<file path="src/verilog/line_prot_defs.svh">
/*
  Constants of the line protection switch controller: register offsets,
  field positions, reset values and timing figures.
  Assumes it is included by bare name from the top module and the bench.
*/
`ifndef LINE_PROT_DEFS_SVH
`define LINE_PROT_DEFS_SVH

// ****************************************************************
// Register offsets (byte addresses)
// ****************************************************************
`define REG_CTRL      8'h00
`define REG_COMMAND   8'h04
`define REG_FREEZE    8'h08
`define REG_DEGRADE   8'h0C
`define REG_STATUS    8'h10
`define REG_IRQ_STAT  8'h14
`define REG_IRQ_CLR   8'h18
`define REG_IRQ_EN    8'h1C

// ****************************************************************
// Control register fields
// ****************************************************************
`define CTRL_MAINT_BIT   0
`define CTRL_PFAIL_BIT   1
`define CTRL_DEGR_BIT    2
`define CTRL_FREEZE_BIT  3
`define CTRL_RESET       4'h8

// ****************************************************************
// Command register fields
// ****************************************************************
`define CMD_LINE_BIT     0
`define CMD_GO_BIT       1
`define CMD_CANCEL_BIT   2

// ****************************************************************
// Freeze configuration fields and reset values
// ****************************************************************
`define FRZ_COUNT_LSB    0
`define FRZ_WINDOW_LSB   8
`define FRZ_HOLD_LSB     16
`define FRZ_COUNT_RESET  8'h04
`define FRZ_WINDOW_RESET 6'h0A
`define FRZ_HOLD_RESET   6'h18
`define FRZ_WINDOW_MAX   6'h3C
`define FRZ_HOLD_MAX     6'h30
`define DEGR_THR_RESET   8'h80

// ****************************************************************
// Interrupt bits
// ****************************************************************
`define IRQ_SWITCH_BIT   0
`define IRQ_FREEZE_BIT   1
`define IRQ_REFUSE_BIT   2
`define IRQ_RELEASE_BIT  3
`define IRQ_WIDTH        4

// ****************************************************************
// Timing
// ****************************************************************
`define CLK_PERIOD_PS    64'h0000_0000_0000_1388
`define ONE_SEC_PS       64'h0000_00E8_D4A5_1000
`define SEC_PER_MIN      18'h0003C
`define SEC_PER_HOUR     18'h00E10

`endif

</file>
<file path="src/verilog/line_prot_pkg.sv">
/*
  Types of the line protection switch controller.
  Assumes line_prot_defs.svh is on the include path.
*/
package line_prot_pkg;

  // Line naming: working line in slot 1, protection line in slot 2
  typedef enum logic {LINE_WORK, LINE_PROT} line_e;

  // Alarm and measurement inputs from the two optical line interfaces
  typedef struct packed {
    logic       spare_unit_absent;
    logic       working_line_fail;
    logic       protection_line_fail;
    logic [7:0] work_err_level;
    logic [7:0] prot_err_level;
  } line_alarm_s;

  // Remote switch command
  typedef struct packed {
    logic valid;
    logic line;
  } remote_cmd_s;

  // Lock-in state machine states
  typedef enum logic [1:0] {FRZ_IDLE, FRZ_WATCH, FRZ_HOLD} freeze_state_e;

endpackage

</file>
<file path="src/verilog/line_prot_switch_ctrl.sv">
/*
  Top of the line protection switch controller: priority evaluation of
  switch requests, lock-in counting and hold, register slave and interrupt.
  Assumes one clock, inputs synchronous to it, and a plain register port.
*/
// Added by the designer: strobed register access and the register offsets.
`timescale 1ns/1ps
`include "line_prot_defs.svh"

// Overview of operation
// - Select only receive line locally, no far end
// - Switch on line alarm or remote command
// - Default order: absent, freeze, forced, fail, degrade, manual
// - High order: absent, freeze, protfail, forced, workfail
// - Protection fail keeps working line despite forced
// - Freeze ignored when lock-in is unused
// - Degrade switches at threshold only when included
// - Manual mode refuses command to alarmed line
// - Forced mode command selects even alarmed line
// - Count threshold 1 to 255, default 4
// - Watch window 1 to 60 minutes, default 10
// - Hold time 1 to 48 hours, default 24
// - Freeze when switches exceed count (1 to 254) within window; 255 never freezes
// - Release on hold expiry, setting change, unused
// - Lock-in state readable as status
// - Absent spare unit overrides every request
module line_prot_switch_ctrl #(
  parameter logic [31:0] TICK_CYCLES = 32'(`ONE_SEC_PS / `CLK_PERIOD_PS)
) (
  input wire logic CORE_CLK_I,
  input wire logic RST_I,
  input wire logic CLK_EN_I,
  input wire line_prot_pkg::line_alarm_s ALARM_I,
  input wire line_prot_pkg::remote_cmd_s REMOTE_I,
  input wire logic [7:0] ADDR_I,
  input wire logic [31:0] WDATA_I,
  input wire logic WR_I,
  input wire logic RD_I,
  output logic [31:0] RDATA_O,
  output logic SELECTED_LINE_O,
  output logic FREEZE_ACTIVE_O,
  output logic IRQ_O
);
  import line_prot_pkg::*;

  // Elaboration check of the second prescaler
  if (TICK_CYCLES < 32'h0000_0002) begin : g_chk
    $error("TICK_CYCLES must be at least 2");
  end

  // ****************************************************************
  // Functions
  // ****************************************************************

  // Line fails or degrades: any alarm that makes it unfit
  function automatic logic line_bad(input logic fail, input logic degr);
    line_bad = fail | degr;
  endfunction

  // Register address hit, for writes and reads
  function automatic logic hit(input logic [7:0] a, input logic [7:0] off);
    hit = (a == off);
  endfunction

  // ****************************************************************
  // Registers
  // ****************************************************************
  logic [3:0] ctrl_r;                 // Mode and option bits
  logic [7:0] frz_count_r;            // Lock-in switch count threshold
  logic [5:0] frz_window_r;           // Lock-in watch window, minutes
  logic [5:0] frz_hold_r;             // Lock-in hold, hours
  logic [7:0] degr_thr_r;             // Degrade error level threshold
  logic cmd_act_r;                    // Stored operator command present
  logic cmd_line_r;                   // Line named by stored command
  logic [`IRQ_WIDTH-1:0] irq_stat_r;  // Sticky events
  logic [`IRQ_WIDTH-1:0] irq_en_r;    // Event enables
  logic [31:0] rdata_r;               // Read data, one cycle after strobe
  logic sel_r;                        // Selected_line line
  logic irq_r;                        // Interrupt output flop
  logic frz_act_r;                    // Lock-in hold output flop
  freeze_state_e frz_state_r;         // Lock-in state
  logic [31:0] tick_cnt_r;            // Second prescaler
  logic [7:0] sw_cnt_r;               // Switchovers in current window
  logic [17:0] sec_cnt_r;             // Seconds in window or hold

  // ****************************************************************
  // Decode
  // ****************************************************************
  wire wr_ctrl = WR_I & hit(ADDR_I, `REG_CTRL);
  wire wr_cmd = WR_I & hit(ADDR_I, `REG_COMMAND);
  wire wr_frz = WR_I & hit(ADDR_I, `REG_FREEZE);
  wire wr_degr = WR_I & hit(ADDR_I, `REG_DEGRADE);
  wire wr_iclr = WR_I & hit(ADDR_I, `REG_IRQ_CLR);
  wire wr_ien = WR_I & hit(ADDR_I, `REG_IRQ_EN);

  wire maint_override_mode = ctrl_r[`CTRL_MAINT_BIT];
  wire protection_fail_priority_sel = ctrl_r[`CTRL_PFAIL_BIT];
  wire degrade_include_sel = ctrl_r[`CTRL_DEGR_BIT];
  wire freeze_used = ctrl_r[`CTRL_FREEZE_BIT];

  // Field values written to the freeze register, zero kept out of range
  wire [7:0] w_count = WDATA_I[`FRZ_COUNT_LSB +: 8];
  wire [5:0] w_window = WDATA_I[`FRZ_WINDOW_LSB +: 6];
  wire [5:0] w_hold = WDATA_I[`FRZ_HOLD_LSB +: 6];
  wire [7:0] cnt_ok = (w_count == 8'h00) ? 8'h01 : w_count;
  wire [5:0] win_ok = (w_window == 6'h00) ? 6'h01 :
                      (w_window > `FRZ_WINDOW_MAX) ? `FRZ_WINDOW_MAX : w_window;
  wire [5:0] hold_ok = (w_hold == 6'h00) ? 6'h01 :
                       (w_hold > `FRZ_HOLD_MAX) ? `FRZ_HOLD_MAX : w_hold;

  // ****************************************************************
  // Request evaluation
  // ****************************************************************
  // degrade counts only when included
  wire work_degr = degrade_include_sel & (ALARM_I.work_err_level >= degr_thr_r);
  wire prot_degr = degrade_include_sel & (ALARM_I.prot_err_level >= degr_thr_r);
  wire signal_fail = ALARM_I.working_line_fail ^ ALARM_I.protection_line_fail;
  wire signal_degrade = (work_degr ^ prot_degr) &
                        ~ALARM_I.working_line_fail & ~ALARM_I.protection_line_fail;
  // Line that is failing or degrading; the request names the other one.
  // With exactly one line bad, the protection flag alone tells which.
  wire fail_line = ALARM_I.protection_line_fail;
  wire degr_line = prot_degr;

  // A remote command is a level: it applies while held and is never cleared
  // here, whereas the stored operator command is dropped on refusal.
  // remote command joins the operator command path
  wire cmd_any = cmd_act_r | REMOTE_I.valid;
  wire cmd_tgt = REMOTE_I.valid ? REMOTE_I.line : cmd_line_r;
  wire tgt_bad = cmd_tgt ? line_bad(ALARM_I.protection_line_fail, prot_degr) :
                           line_bad(ALARM_I.working_line_fail, work_degr);
  // forced mode turns the command into a forced switch
  wire forced_switch_request = cmd_any & maint_override_mode;
  // manual mode refuses a command to an alarmed line
  wire manual_refuse = cmd_any & ~maint_override_mode & tgt_bad;
  wire manual_switch_request = cmd_any & ~maint_override_mode & ~tgt_bad;
  // freeze request only while lock-in is used
  wire switch_freeze_request = freeze_used & (frz_state_r == FRZ_HOLD);
  wire spare_unit_absent = ALARM_I.spare_unit_absent;

  // Priority chain: the first true branch decides the wanted line. When no
  // branch fires the selection stays put, so switching is non-revertive.
  // Both lines failed holds the selection in the default order unless forced; the high order picks the working line.
  logic want_line;
  logic want_valid;
  always_comb begin
    want_line = sel_r;
    want_valid = 1'b0;
    // absent spare unit pins the working line
    if (spare_unit_absent) begin
      want_line = LINE_WORK;
      want_valid = 1'b1;
    end else if (switch_freeze_request) begin
      want_line = sel_r;
      want_valid = 1'b1;
    end else if (protection_fail_priority_sel) begin
      if (ALARM_I.protection_line_fail) begin
        want_line = LINE_WORK;
        want_valid = 1'b1;
      end else if (forced_switch_request) begin
        want_line = cmd_tgt;
        want_valid = 1'b1;
      end else if (ALARM_I.working_line_fail) begin
        want_line = LINE_PROT;
        want_valid = 1'b1;
      end else if (signal_degrade) begin
        want_line = ~degr_line;
        want_valid = 1'b1;
      end else if (manual_switch_request) begin
        want_line = cmd_tgt;
        want_valid = 1'b1;
      end
    end else begin
      if (forced_switch_request) begin
        want_line = cmd_tgt;
        want_valid = 1'b1;
      end else if (signal_fail) begin
        want_line = ~fail_line;
        want_valid = 1'b1;
      end else if (signal_degrade) begin
        want_line = ~degr_line;
        want_valid = 1'b1;
      end else if (manual_switch_request) begin
        want_line = cmd_tgt;
        want_valid = 1'b1;
      end
    end
  end

  // change only when the top request names the other line
  wire do_switch = want_valid & (want_line != sel_r);
  // Refusal reported unless the absent spare or a freeze decides
  wire refuse_evt = manual_refuse & ~spare_unit_absent & ~switch_freeze_request;

  // ****************************************************************
  // Lock-in timing
  // ****************************************************************
  // The prescaler runs freely while lock-in is used, so the first second of a
  // window or hold may be short by up to one tick period; with whole
  // minutes and whole hours that error is negligible.
  // Counts are kept in seconds so one counter serves both phases.
  wire sec_tick = (tick_cnt_r == TICK_CYCLES - 32'h0000_0001);
  wire [17:0] win_secs = 18'(frz_window_r) * `SEC_PER_MIN;
  wire [17:0] hold_secs = 18'(frz_hold_r) * `SEC_PER_HOUR;
  // Any freeze register write releases, even of equal values, so software can end a hold
  // without knowing the current settings.
  // setting change or unused releases at once
  wire frz_reset = wr_frz | (wr_ctrl & (WDATA_I[`CTRL_FREEZE_BIT] != freeze_used)) | ~freeze_used;
  // entry once a count below 255 is exceeded in the window; a count of 255 never enters
  wire frz_enter = (frz_state_r == FRZ_WATCH) & do_switch & ((sw_cnt_r + 8'h01) > frz_count_r) &
                   (sw_cnt_r != 8'hFF);
  wire win_end = (frz_state_r == FRZ_WATCH) & sec_tick & (sec_cnt_r + 18'h00001 >= win_secs);
  wire hold_end = (frz_state_r == FRZ_HOLD) & sec_tick & (sec_cnt_r + 18'h00001 >= hold_secs);
  wire release_evt = (frz_state_r == FRZ_HOLD) & (hold_end | frz_reset);

  freeze_state_e frz_state_nxt;
  logic [7:0] sw_cnt_nxt;
  logic [17:0] sec_cnt_nxt;
  // Lock-in next state
  always_comb begin
    frz_state_nxt = frz_state_r;
    sw_cnt_nxt = sw_cnt_r;
    sec_cnt_nxt = sec_tick ? sec_cnt_r + 18'h00001 : sec_cnt_r;
    case (frz_state_r)
      FRZ_IDLE: begin
        // First switch opens a watch window
        sec_cnt_nxt = 18'h00000;
        if (do_switch & freeze_used) begin
          frz_state_nxt = FRZ_WATCH;
          sw_cnt_nxt = 8'h01;
        end
      end
      FRZ_WATCH: begin
        if (frz_enter) begin
          frz_state_nxt = FRZ_HOLD;
          sec_cnt_nxt = 18'h00000;
        end else if (win_end) begin
          frz_state_nxt = FRZ_IDLE;
          sw_cnt_nxt = 8'h00;
        end else if (do_switch) begin
          sw_cnt_nxt = sw_cnt_r + 8'h01;
        end
      end
      FRZ_HOLD: begin
        if (hold_end) begin
          frz_state_nxt = FRZ_IDLE;
          sw_cnt_nxt = 8'h00;
        end
      end
      default: begin
        frz_state_nxt = FRZ_IDLE;
      end
    endcase
    if (frz_reset) begin
      frz_state_nxt = FRZ_IDLE;
      sw_cnt_nxt = 8'h00;
      sec_cnt_nxt = 18'h00000;
    end
  end

  // ****************************************************************
  // Events and read mux
  // ****************************************************************
  wire [`IRQ_WIDTH-1:0] evt = {release_evt, refuse_evt, frz_enter, do_switch};
  // Set wins over clear
  wire [`IRQ_WIDTH-1:0] irq_stat_nxt = evt | (irq_stat_r & ~(wr_iclr ? WDATA_I[`IRQ_WIDTH-1:0] : 4'h0));
  wire [3:0] ctrl_nxt = wr_ctrl ? WDATA_I[3:0] : ctrl_r;
  wire [1:0] frz_code = (frz_state_r == FRZ_HOLD) ? 2'h2 : (frz_state_r == FRZ_WATCH) ? 2'h1 : 2'h0;
  wire [31:0] status_word = {8'h00, sw_cnt_r, 12'h000, cmd_act_r, frz_code, sel_r};
  wire [31:0] rd_mux =
    hit(ADDR_I, `REG_CTRL) ? {28'h0000000, ctrl_r} :
    hit(ADDR_I, `REG_COMMAND) ? {30'h00000000, cmd_act_r, cmd_line_r} :
    hit(ADDR_I, `REG_FREEZE) ? {10'h000, frz_hold_r, 2'h0, frz_window_r, frz_count_r} :
    hit(ADDR_I, `REG_DEGRADE) ? {24'h000000, degr_thr_r} :
    hit(ADDR_I, `REG_STATUS) ? status_word :
    hit(ADDR_I, `REG_IRQ_STAT) ? {28'h0000000, irq_stat_r} :
    hit(ADDR_I, `REG_IRQ_EN) ? {28'h0000000, irq_en_r} : 32'h0000_0000;

  // ****************************************************************
  // Configuration registers
  // ****************************************************************
  always_ff @(posedge CORE_CLK_I or posedge RST_I) begin
    if (RST_I) begin
      ctrl_r <= `CTRL_RESET;
      frz_count_r <= `FRZ_COUNT_RESET;
      frz_window_r <= `FRZ_WINDOW_RESET;
      frz_hold_r <= `FRZ_HOLD_RESET;
      degr_thr_r <= `DEGR_THR_RESET;
      irq_en_r <= 4'h0;
    end else if (CLK_EN_I) begin
      ctrl_r <= ctrl_nxt;
      if (wr_frz) begin
        frz_count_r <= cnt_ok;
        frz_window_r <= win_ok;
        frz_hold_r <= hold_ok;
      end
      if (wr_degr) begin
        degr_thr_r <= WDATA_I[7:0];
      end
      if (wr_ien) begin
        irq_en_r <= WDATA_I[`IRQ_WIDTH-1:0];
      end
    end
  end

  // A new go beats a refusal in the same cycle; the refusal repeats next
  // cycle if the new target is also unfit.
  // Operator command: held until cancelled or refused
  always_ff @(posedge CORE_CLK_I or posedge RST_I) begin
    if (RST_I) begin
      cmd_act_r <= 1'b0;
      cmd_line_r <= 1'b0;
    end else if (CLK_EN_I) begin
      if (wr_cmd & WDATA_I[`CMD_GO_BIT]) begin
        cmd_act_r <= 1'b1;
        cmd_line_r <= WDATA_I[`CMD_LINE_BIT];
      end else if ((wr_cmd & WDATA_I[`CMD_CANCEL_BIT]) | (refuse_evt & cmd_act_r & ~REMOTE_I.valid)) begin
        cmd_act_r <= 1'b0;
      end
    end
  end

  // ****************************************************************
  // Selection, lock-in and outputs
  // ****************************************************************
  // reset to working line and clear lock-in
  always_ff @(posedge CORE_CLK_I or posedge RST_I) begin
    if (RST_I) begin
      sel_r <= LINE_WORK;
      frz_state_r <= FRZ_IDLE;
      sw_cnt_r <= 8'h00;
      sec_cnt_r <= 18'h00000;
      tick_cnt_r <= 32'h0000_0000;
    end else if (CLK_EN_I) begin
      if (do_switch) begin
        sel_r <= want_line;
      end
      frz_state_r <= frz_state_nxt;
      sw_cnt_r <= sw_cnt_nxt;
      sec_cnt_r <= sec_cnt_nxt;
      tick_cnt_r <= (sec_tick | frz_reset) ? 32'h0000_0000 : tick_cnt_r + 32'h0000_0001;
    end
  end

  // Interrupt status, read data and output flops
  always_ff @(posedge CORE_CLK_I or posedge RST_I) begin
    if (RST_I) begin
      irq_stat_r <= 4'h0;
      rdata_r <= 32'h0000_0000;
      irq_r <= 1'b0;
      frz_act_r <= 1'b0;
    end else if (CLK_EN_I) begin
      irq_stat_r <= irq_stat_nxt;
      rdata_r <= RD_I ? rd_mux : 32'h0000_0000;
      irq_r <= |(irq_stat_nxt & irq_en_r);
      // Hold flag tracks the lock-in state register
      frz_act_r <= (frz_state_nxt == FRZ_HOLD);
    end
  end

  assign RDATA_O = rdata_r;
  assign SELECTED_LINE_O = sel_r;
  assign FREEZE_ACTIVE_O = frz_act_r;
  assign IRQ_O = irq_r;

endmodule // line_prot_switch_ctrl

</file>
<file path="config.mk">
export PLATFORM = sky130hd
export DESIGN_NAME = line_prot_switch_ctrl
export DESIGN_NICKNAME = d
export VERILOG_FILES = /design/src/verilog/line_prot_pkg.sv /design/src/verilog/line_prot_switch_ctrl.sv
export VERILOG_INCLUDE_DIRS = /design/src /design/src/verilog
export SDC_FILE = /design/constraint.sdc
export NUM_CORES = 1
export LEC_CHECK = 0
export BUFFER_PORTS_ARGS = -buffer_cell sky130_fd_sc_hd__clkbuf_2
export CORE_MARGIN = 2
export CORE_UTILIZATION = 45
export DETAILED_ROUTE_END_ITERATION = 8
export GPL_TIMING_DRIVEN = 0
export RECOVER_POWER = 50
export SLEW_MARGIN = 30
export SYNTH_ARGS = -nofsm -noshare
export SYNTH_HDL_FRONTEND = slang
export SYNTH_SLANG_ARGS = --single-unit
export TNS_END_PERCENT = 30
</file>
<file path="constraint.sdc">
create_clock -name CORE_CLK_I -period 9.5 [get_ports CORE_CLK_I]
set_input_delay 0.95 -clock CORE_CLK_I [delete_from_list [all_inputs] [get_ports CORE_CLK_I]]
set_output_delay 0.95 -clock CORE_CLK_I [all_outputs]
set_load 0.05 [all_outputs]
</file>
# After elaboration in Yosys (flattened, before gate mapping)
# Cells that the tools add are included.
# op_classes
add_sub_neg,3
n_mul,2
order_cmp,7
eq_ne,18
n_mux,58
bitwise_logic,55
n_reduce_logical,16
# op_table
op,n
24-bit two-way mux,6
8-bit two-way mux,7
18-bit two-way mux,3
18-bit case mux with 2 select lines,1
32-bit by 1-bit adder with 32-bit output (second input constant),1
1-bit AND,32
32-bit by 28-bit == test with 1-bit output (second input constant),1
8-bit by 5-bit == test with 1-bit output (second input constant),4
32-bit two-way mux,1
1-bit two-way mux,25
6-bit two-way mux,4
8-bit case mux with 3 select lines,1
18-bit by 1-bit adder with 18-bit output (second input constant),1
18-bit by 12-bit greater-or-equal comparator with 1-bit output,1
18-bit greater-or-equal comparator,1
8-bit by 4-bit == test with 1-bit output (second input constant),2
8-bit greater-or-equal comparator,2
8-bit logical NOT,2
6-bit by 8-bit multiplier with 14-bit output (second input constant),1
2-bit AND reduction,7
6-bit greater-than comparator (second input constant),2
6-bit logical NOT,2
2-bit two-way mux,6
4-bit two-way mux,3
other kinds (22),43
# word_totals
regBits,137
input_bits,66
output_inout_bits,35
elab_cells,176

# Logic depth before layout (Yosys ltp)
# depth
depth_word,23
ltp_mapped,21
mapped_depth_nobuf,21

# Worst setup path before layout
# Ideal clock, no wire load.
# synth_path
path_type,flip-flop to flip-flop
from,register frz_window_r[3]
to,register sw_cnt_r[3]
setup_time_ns,0.128
arrival_ns,4.512
t_required_ns,9.372
path_slack_ns,4.860
path_stages_with_launch,22
path_buffers,0
synth_period_minus_slack_ns,4.640
cell_sequence,dfstp_2 -> inv_1 -> fa_1 -> fa_1 -> inv_1 -> ha_1 -> a21oi_1 -> o21bai_1 -> a21oi_1 -> o21bai_1 -> a21oi_1 -> xor2_1 -> ha_1 -> nand2_1 -> o2111ai_1 -> a2111oi_0 -> nand2_1 -> o21ai_2 -> o21a_2 -> a21oi_4 -> o21ai_4 -> mux2_1
# synth_via
elab_chain_cells,7
elab_cells_between_ends,9
classes_between,mul: 1; order compare: 1; eq/ne: 1; mux: 4; bitwise: 1; reduce/logical: 1
# synth_rtl
element,line_no,rtl
from (decl),line_prot_switch_ctrl.sv:70,logic [5:0] frz_window_r;
from (signal assigned),line_prot_switch_ctrl.sv:286,frz_window_r <= `FRZ_WINDOW_RESET;
from (signal assigned),line_prot_switch_ctrl.sv:294,frz_window_r <= win_ok;
6-bit by 4-bit multiplier with 10-bit output (no line) (*),--,
18-bit by 12-bit greater-or-equal comparator with 1-bit output (*),line_prot_switch_ctrl.sv:212,wire win_end = (frz_state_r == FRZ_WATCH) & sec_tick & (sec_cnt_r + 18'h00001 >= win_secs);
1-bit AND (*),line_prot_switch_ctrl.sv:212,
8-bit two-way mux,line_prot_switch_ctrl.sv:237,end else if (win_end) begin
8-bit two-way mux,line_prot_switch_ctrl.sv:234,if (frz_enter) begin
8-bit case mux with 3 select lines,line_prot_switch_ctrl.sv:224,case (frz_state_r)
8-bit two-way mux,line_prot_switch_ctrl.sv:254,if (frz_reset) begin
to (signal assigned),line_prot_switch_ctrl.sv:339,sw_cnt_r <= sw_cnt_nxt;
to (decl),line_prot_switch_ctrl.sv:83,logic [7:0] sw_cnt_r;
# Mark *: on every way between the ends. The rest lies on a longest branch, timed or not. The select of a mux whose other input is x is not followed.
# A chain may end at the register's enable or synchronous reset.

==> impl_metrics.py <==
metrics = {
    "run_status": {
        "status": "complete, but fails checks",
        "failed_checks": "capacitance limit, slew limit",
    },
    "logic_synthesis": {
        "synthXorXnorAreaFrac_pct": 4.36,
        "synth-edff-count": 0,
        "synth_area_leaders": "dfrtp_1 (32%), ha_1 (12%), nand2_1 (4.3%), o21ai_0 (3.5%), inv_1 (3.4%)",
        "synth_cell_types": 82,
        "synth-main-ff-cell": "dfrtp_1",
        "synth_top_family_by_area": "compound AO/OA/AOI/OAI gates",
        "ys_seq_elements": 127,
        "synth-simple-area-share_pct": 17.5,
        "synth_top_area_cell": "dfrtp_1",
        "synthMuxAreaShare_pct": 4.82,
        "synth_cells": 1013,
        "async_reset_ff_share_pct": 100,
        "syn_avg_cell_area_um2": 9.13,
        "seq_area_frac_synth_pct": 34.5,
        "syn_area_um2": 9250,
        "synth_fa_ha_area_share_pct": 15.3,
        "yosysTopAreaCellShare_pct": 32.5,
        "synth_compound_area_share_pct": 18.0,
        "ys_warn_count": 0,
    },
    "critical_path": {
        "critPathLaunchType": "input pin",
        "cp.arrival_ns": 5.36,
        "cp-end-kind": "async pin",
        "cp.required_ns": 9.08,
        "path_max_fanout": 75,
        "reg2reg_from": "frz_window_r[3]",
        "crit_type": "in -> async",
        "critPathLaunch": "RST_I",
    },
    "floorplanning": {
        "start_util_pct": 45.8,
        "die_w_um": 147,
        "core-area_um2": 20200,
        "fp.dieArea_um2": 21700,
        "io_pins": 101,
        "rows": 52,
        "fp.dieH_um": 147,
    },
    "route": {
        "viasPerCell": 5.53,
        "drt_iter0_drc": 411,
        "drt_pre_antenna_iters": 5,
        "antenna_left": 0,
        "wl_um": 23400,
        "vias": 7740,
        "drc": 0,
        "post_drt_wl_per_cell_um": 16.7,
    },
    "timing": {
        "hold_viol_final": 0,
        "fin_hold_ws_ns": 0.487,
        "worst_pin_slew_ns": 4.11,
        "final-max-slew-violation-count": 130,
        "fmax_mhz": 173,
        "slew_headroom_pct": -174,
        "setup_violations": 0,
        "post-route-period-util_pct": 60.9,
        "rsz0062_at_grt": "no",
        "tns_ns": 0,
        "skew_ns": 0.0127,
        "finalCriticalPeriod_ns": 5.78,
    },
    "worst_hold_path": {
        "hp-class": "reg -> reg",
        "hold_start": "RDATA_O[18]",
    },
    "cells_and_area": {
        "final_nets": 1288,
        "syn_to_final_growth_pct": 14.2,
        "final_area_um2": 10600,
        "drive_above_1_share_pct": 15.2,
        "final_common_cell": "dfrtp_1",
        "mostFrequentLayoutCells": "dfrtp_1 (120), nand2_1 (107), ha_1 (91), inv_1 (82), nor2_1 (72)",
        "antenna-diode-count": 0,
    },
    "pwr": {
        "vdd_drop_max_mv": 0.102,
        "swShare_pct": 31.3,
        "p_leak_nw": 5.01,
        "comb_power_share_pct": 17.6,
        "p_int_mw": 1.00,
        "power_density_nw_per_um2": 138,
        "p_total_mw": 1.46,
        "switchingPower_mw": 0.458,
        "clkPwrFrac_pct": 43.8,
        "pwr-share-seq_pct": 38.6,
    },
    "clock_tree": {
        "post-cts-setup-buffer-count": 0,
        "hold_buffers": 0,
        "cts-buffers-inserted": 17,
        "cts_tree": "done",
        "ctsResizeCount": 0,
        "clockBufferDepth": 2,
        "path_clk_slew_ns": 0.06,
        "htree_levels": 4,
        "clk_latency_ns": 0.43,
        "cts_sinks": 127,
        "cts-root-buf": "clkbuf_16",
    },
    "global_route": {
        "grtUsageTotal_pct": 22.4,
        "antenna_found_initial": 0,
        "grt_pass1_wl_um": 38500,
        "grt-ovfl-total": 0,
        "grt_pass1_vias": 7477,
        "grt_max_degree": 76,
    },
    "place": {
        "post-dp-hpwl_um": 17800,
        "gp_congestion": 0.899,
        "place_area_um2": 10000,
        "portBuffers": 75,
    },
    "run": {
        "drv_cap": 2,
    },
}
## area by class of cell
class	instances	area, um2
clock buffer	17	425
timing repair buffer	76	364
buffer	36	189
tap	270	338
sequential	127	3190
multi-input combinational	775	5600
clock inverter	15	143
inverter	84	317
fill	1919	9610
## worst max-delay path, cell delays in order
cell	delay, ns
clkbuf_2	0.09
clkinvlp_2	1.28
clkbuf_1	2.97
## kinds of logic after synthesis
group	Yosys count
flops	127
compound gates	240
simple gates	333
xor+xnor	46
buf+inv	120
fa+ha+maj	105
mux	41
other cells	1
## power groups by stage
stage	Clock, mW	Combinational [mW]	Sequential [mW]
after global placement	0	0.255	0.574
final	0.641	0.257	0.564
after detailed placement	0	0.260	0.574
after floorplan	0	0.191	0.574
after CTS	0.649	0.262	0.564
after global routing	0.670	0.297	0.566
## stage by stage
step	cells	util, %	setup slack (ns)
after floorplan	1022	-	4.86
after global placement	1367	49.5	3.45
after detailed placement	1368	49.8	4.37
after CTS	1400	52.6	4.34
after global routing	1400	52.4	2.54
final	1400	52.4	3.72
## registers in the layout (all words and copies together) (netlist names), 2 cells and up
register      cells
irq_stat_r        4
RDATA_O          22
frz_state_r       2
frz_window_r      6
sw_cnt_r          8
irq_en_r          4
sec_cnt_r        18
degr_thr_r        8
frz_hold_r        6
tick_cnt_r       32
frz_count_r       8
ctrl_r            4
## path summary, 6_finish.rpt
| check | slack [ns] | to | cells after the start |
|---|---|---|---|
| max | 3.72 | frz_hold_r[5] | 3 |
| min | 0.49 | RDATA_O[18] | 1 |
| max reg2reg | 4.31 | sw_cnt_r[4] | 21 |
| min reg2reg | 0.49 | RDATA_O[18] | 1 |
| max in group CORE_CLK_I | 4.31 | sw_cnt_r[4] | 21 |
| min in group asynchronous | 1.11 | tick_cnt_r[18] | 2 |
## routing by layer
layer | vias up | part of all wire [%] | global-route usage (%)
li1 | 3806 | - | -
met1 | 3751 | 48 | 31.1
met2 | 159 | 46 | 35.2
met3 | 24 | 4.3 | 4.29
met4 | 0 | 2.2 | 7.40
met5 | - | 0 | 0
## synthesized netlist by cell type, types with 13 or more instances
master and instances:
nor2_1 72, a22o_1 16, a21o_1 13, inv_1 83, xor2_1 20, mux2i_1 15
clkbuf_1 21, nand4_1 16, nand3_1 40, mux2_2 21, fa_1 14, xnor2_1 26
o21ai_0 65, dfrtp_1 120, a21oi_1 40, o2bb2ai_1 16, nor3_1 23, ha_1 91
nand2_1 107
Note: power is estimated with default switching activity, not from simulation.
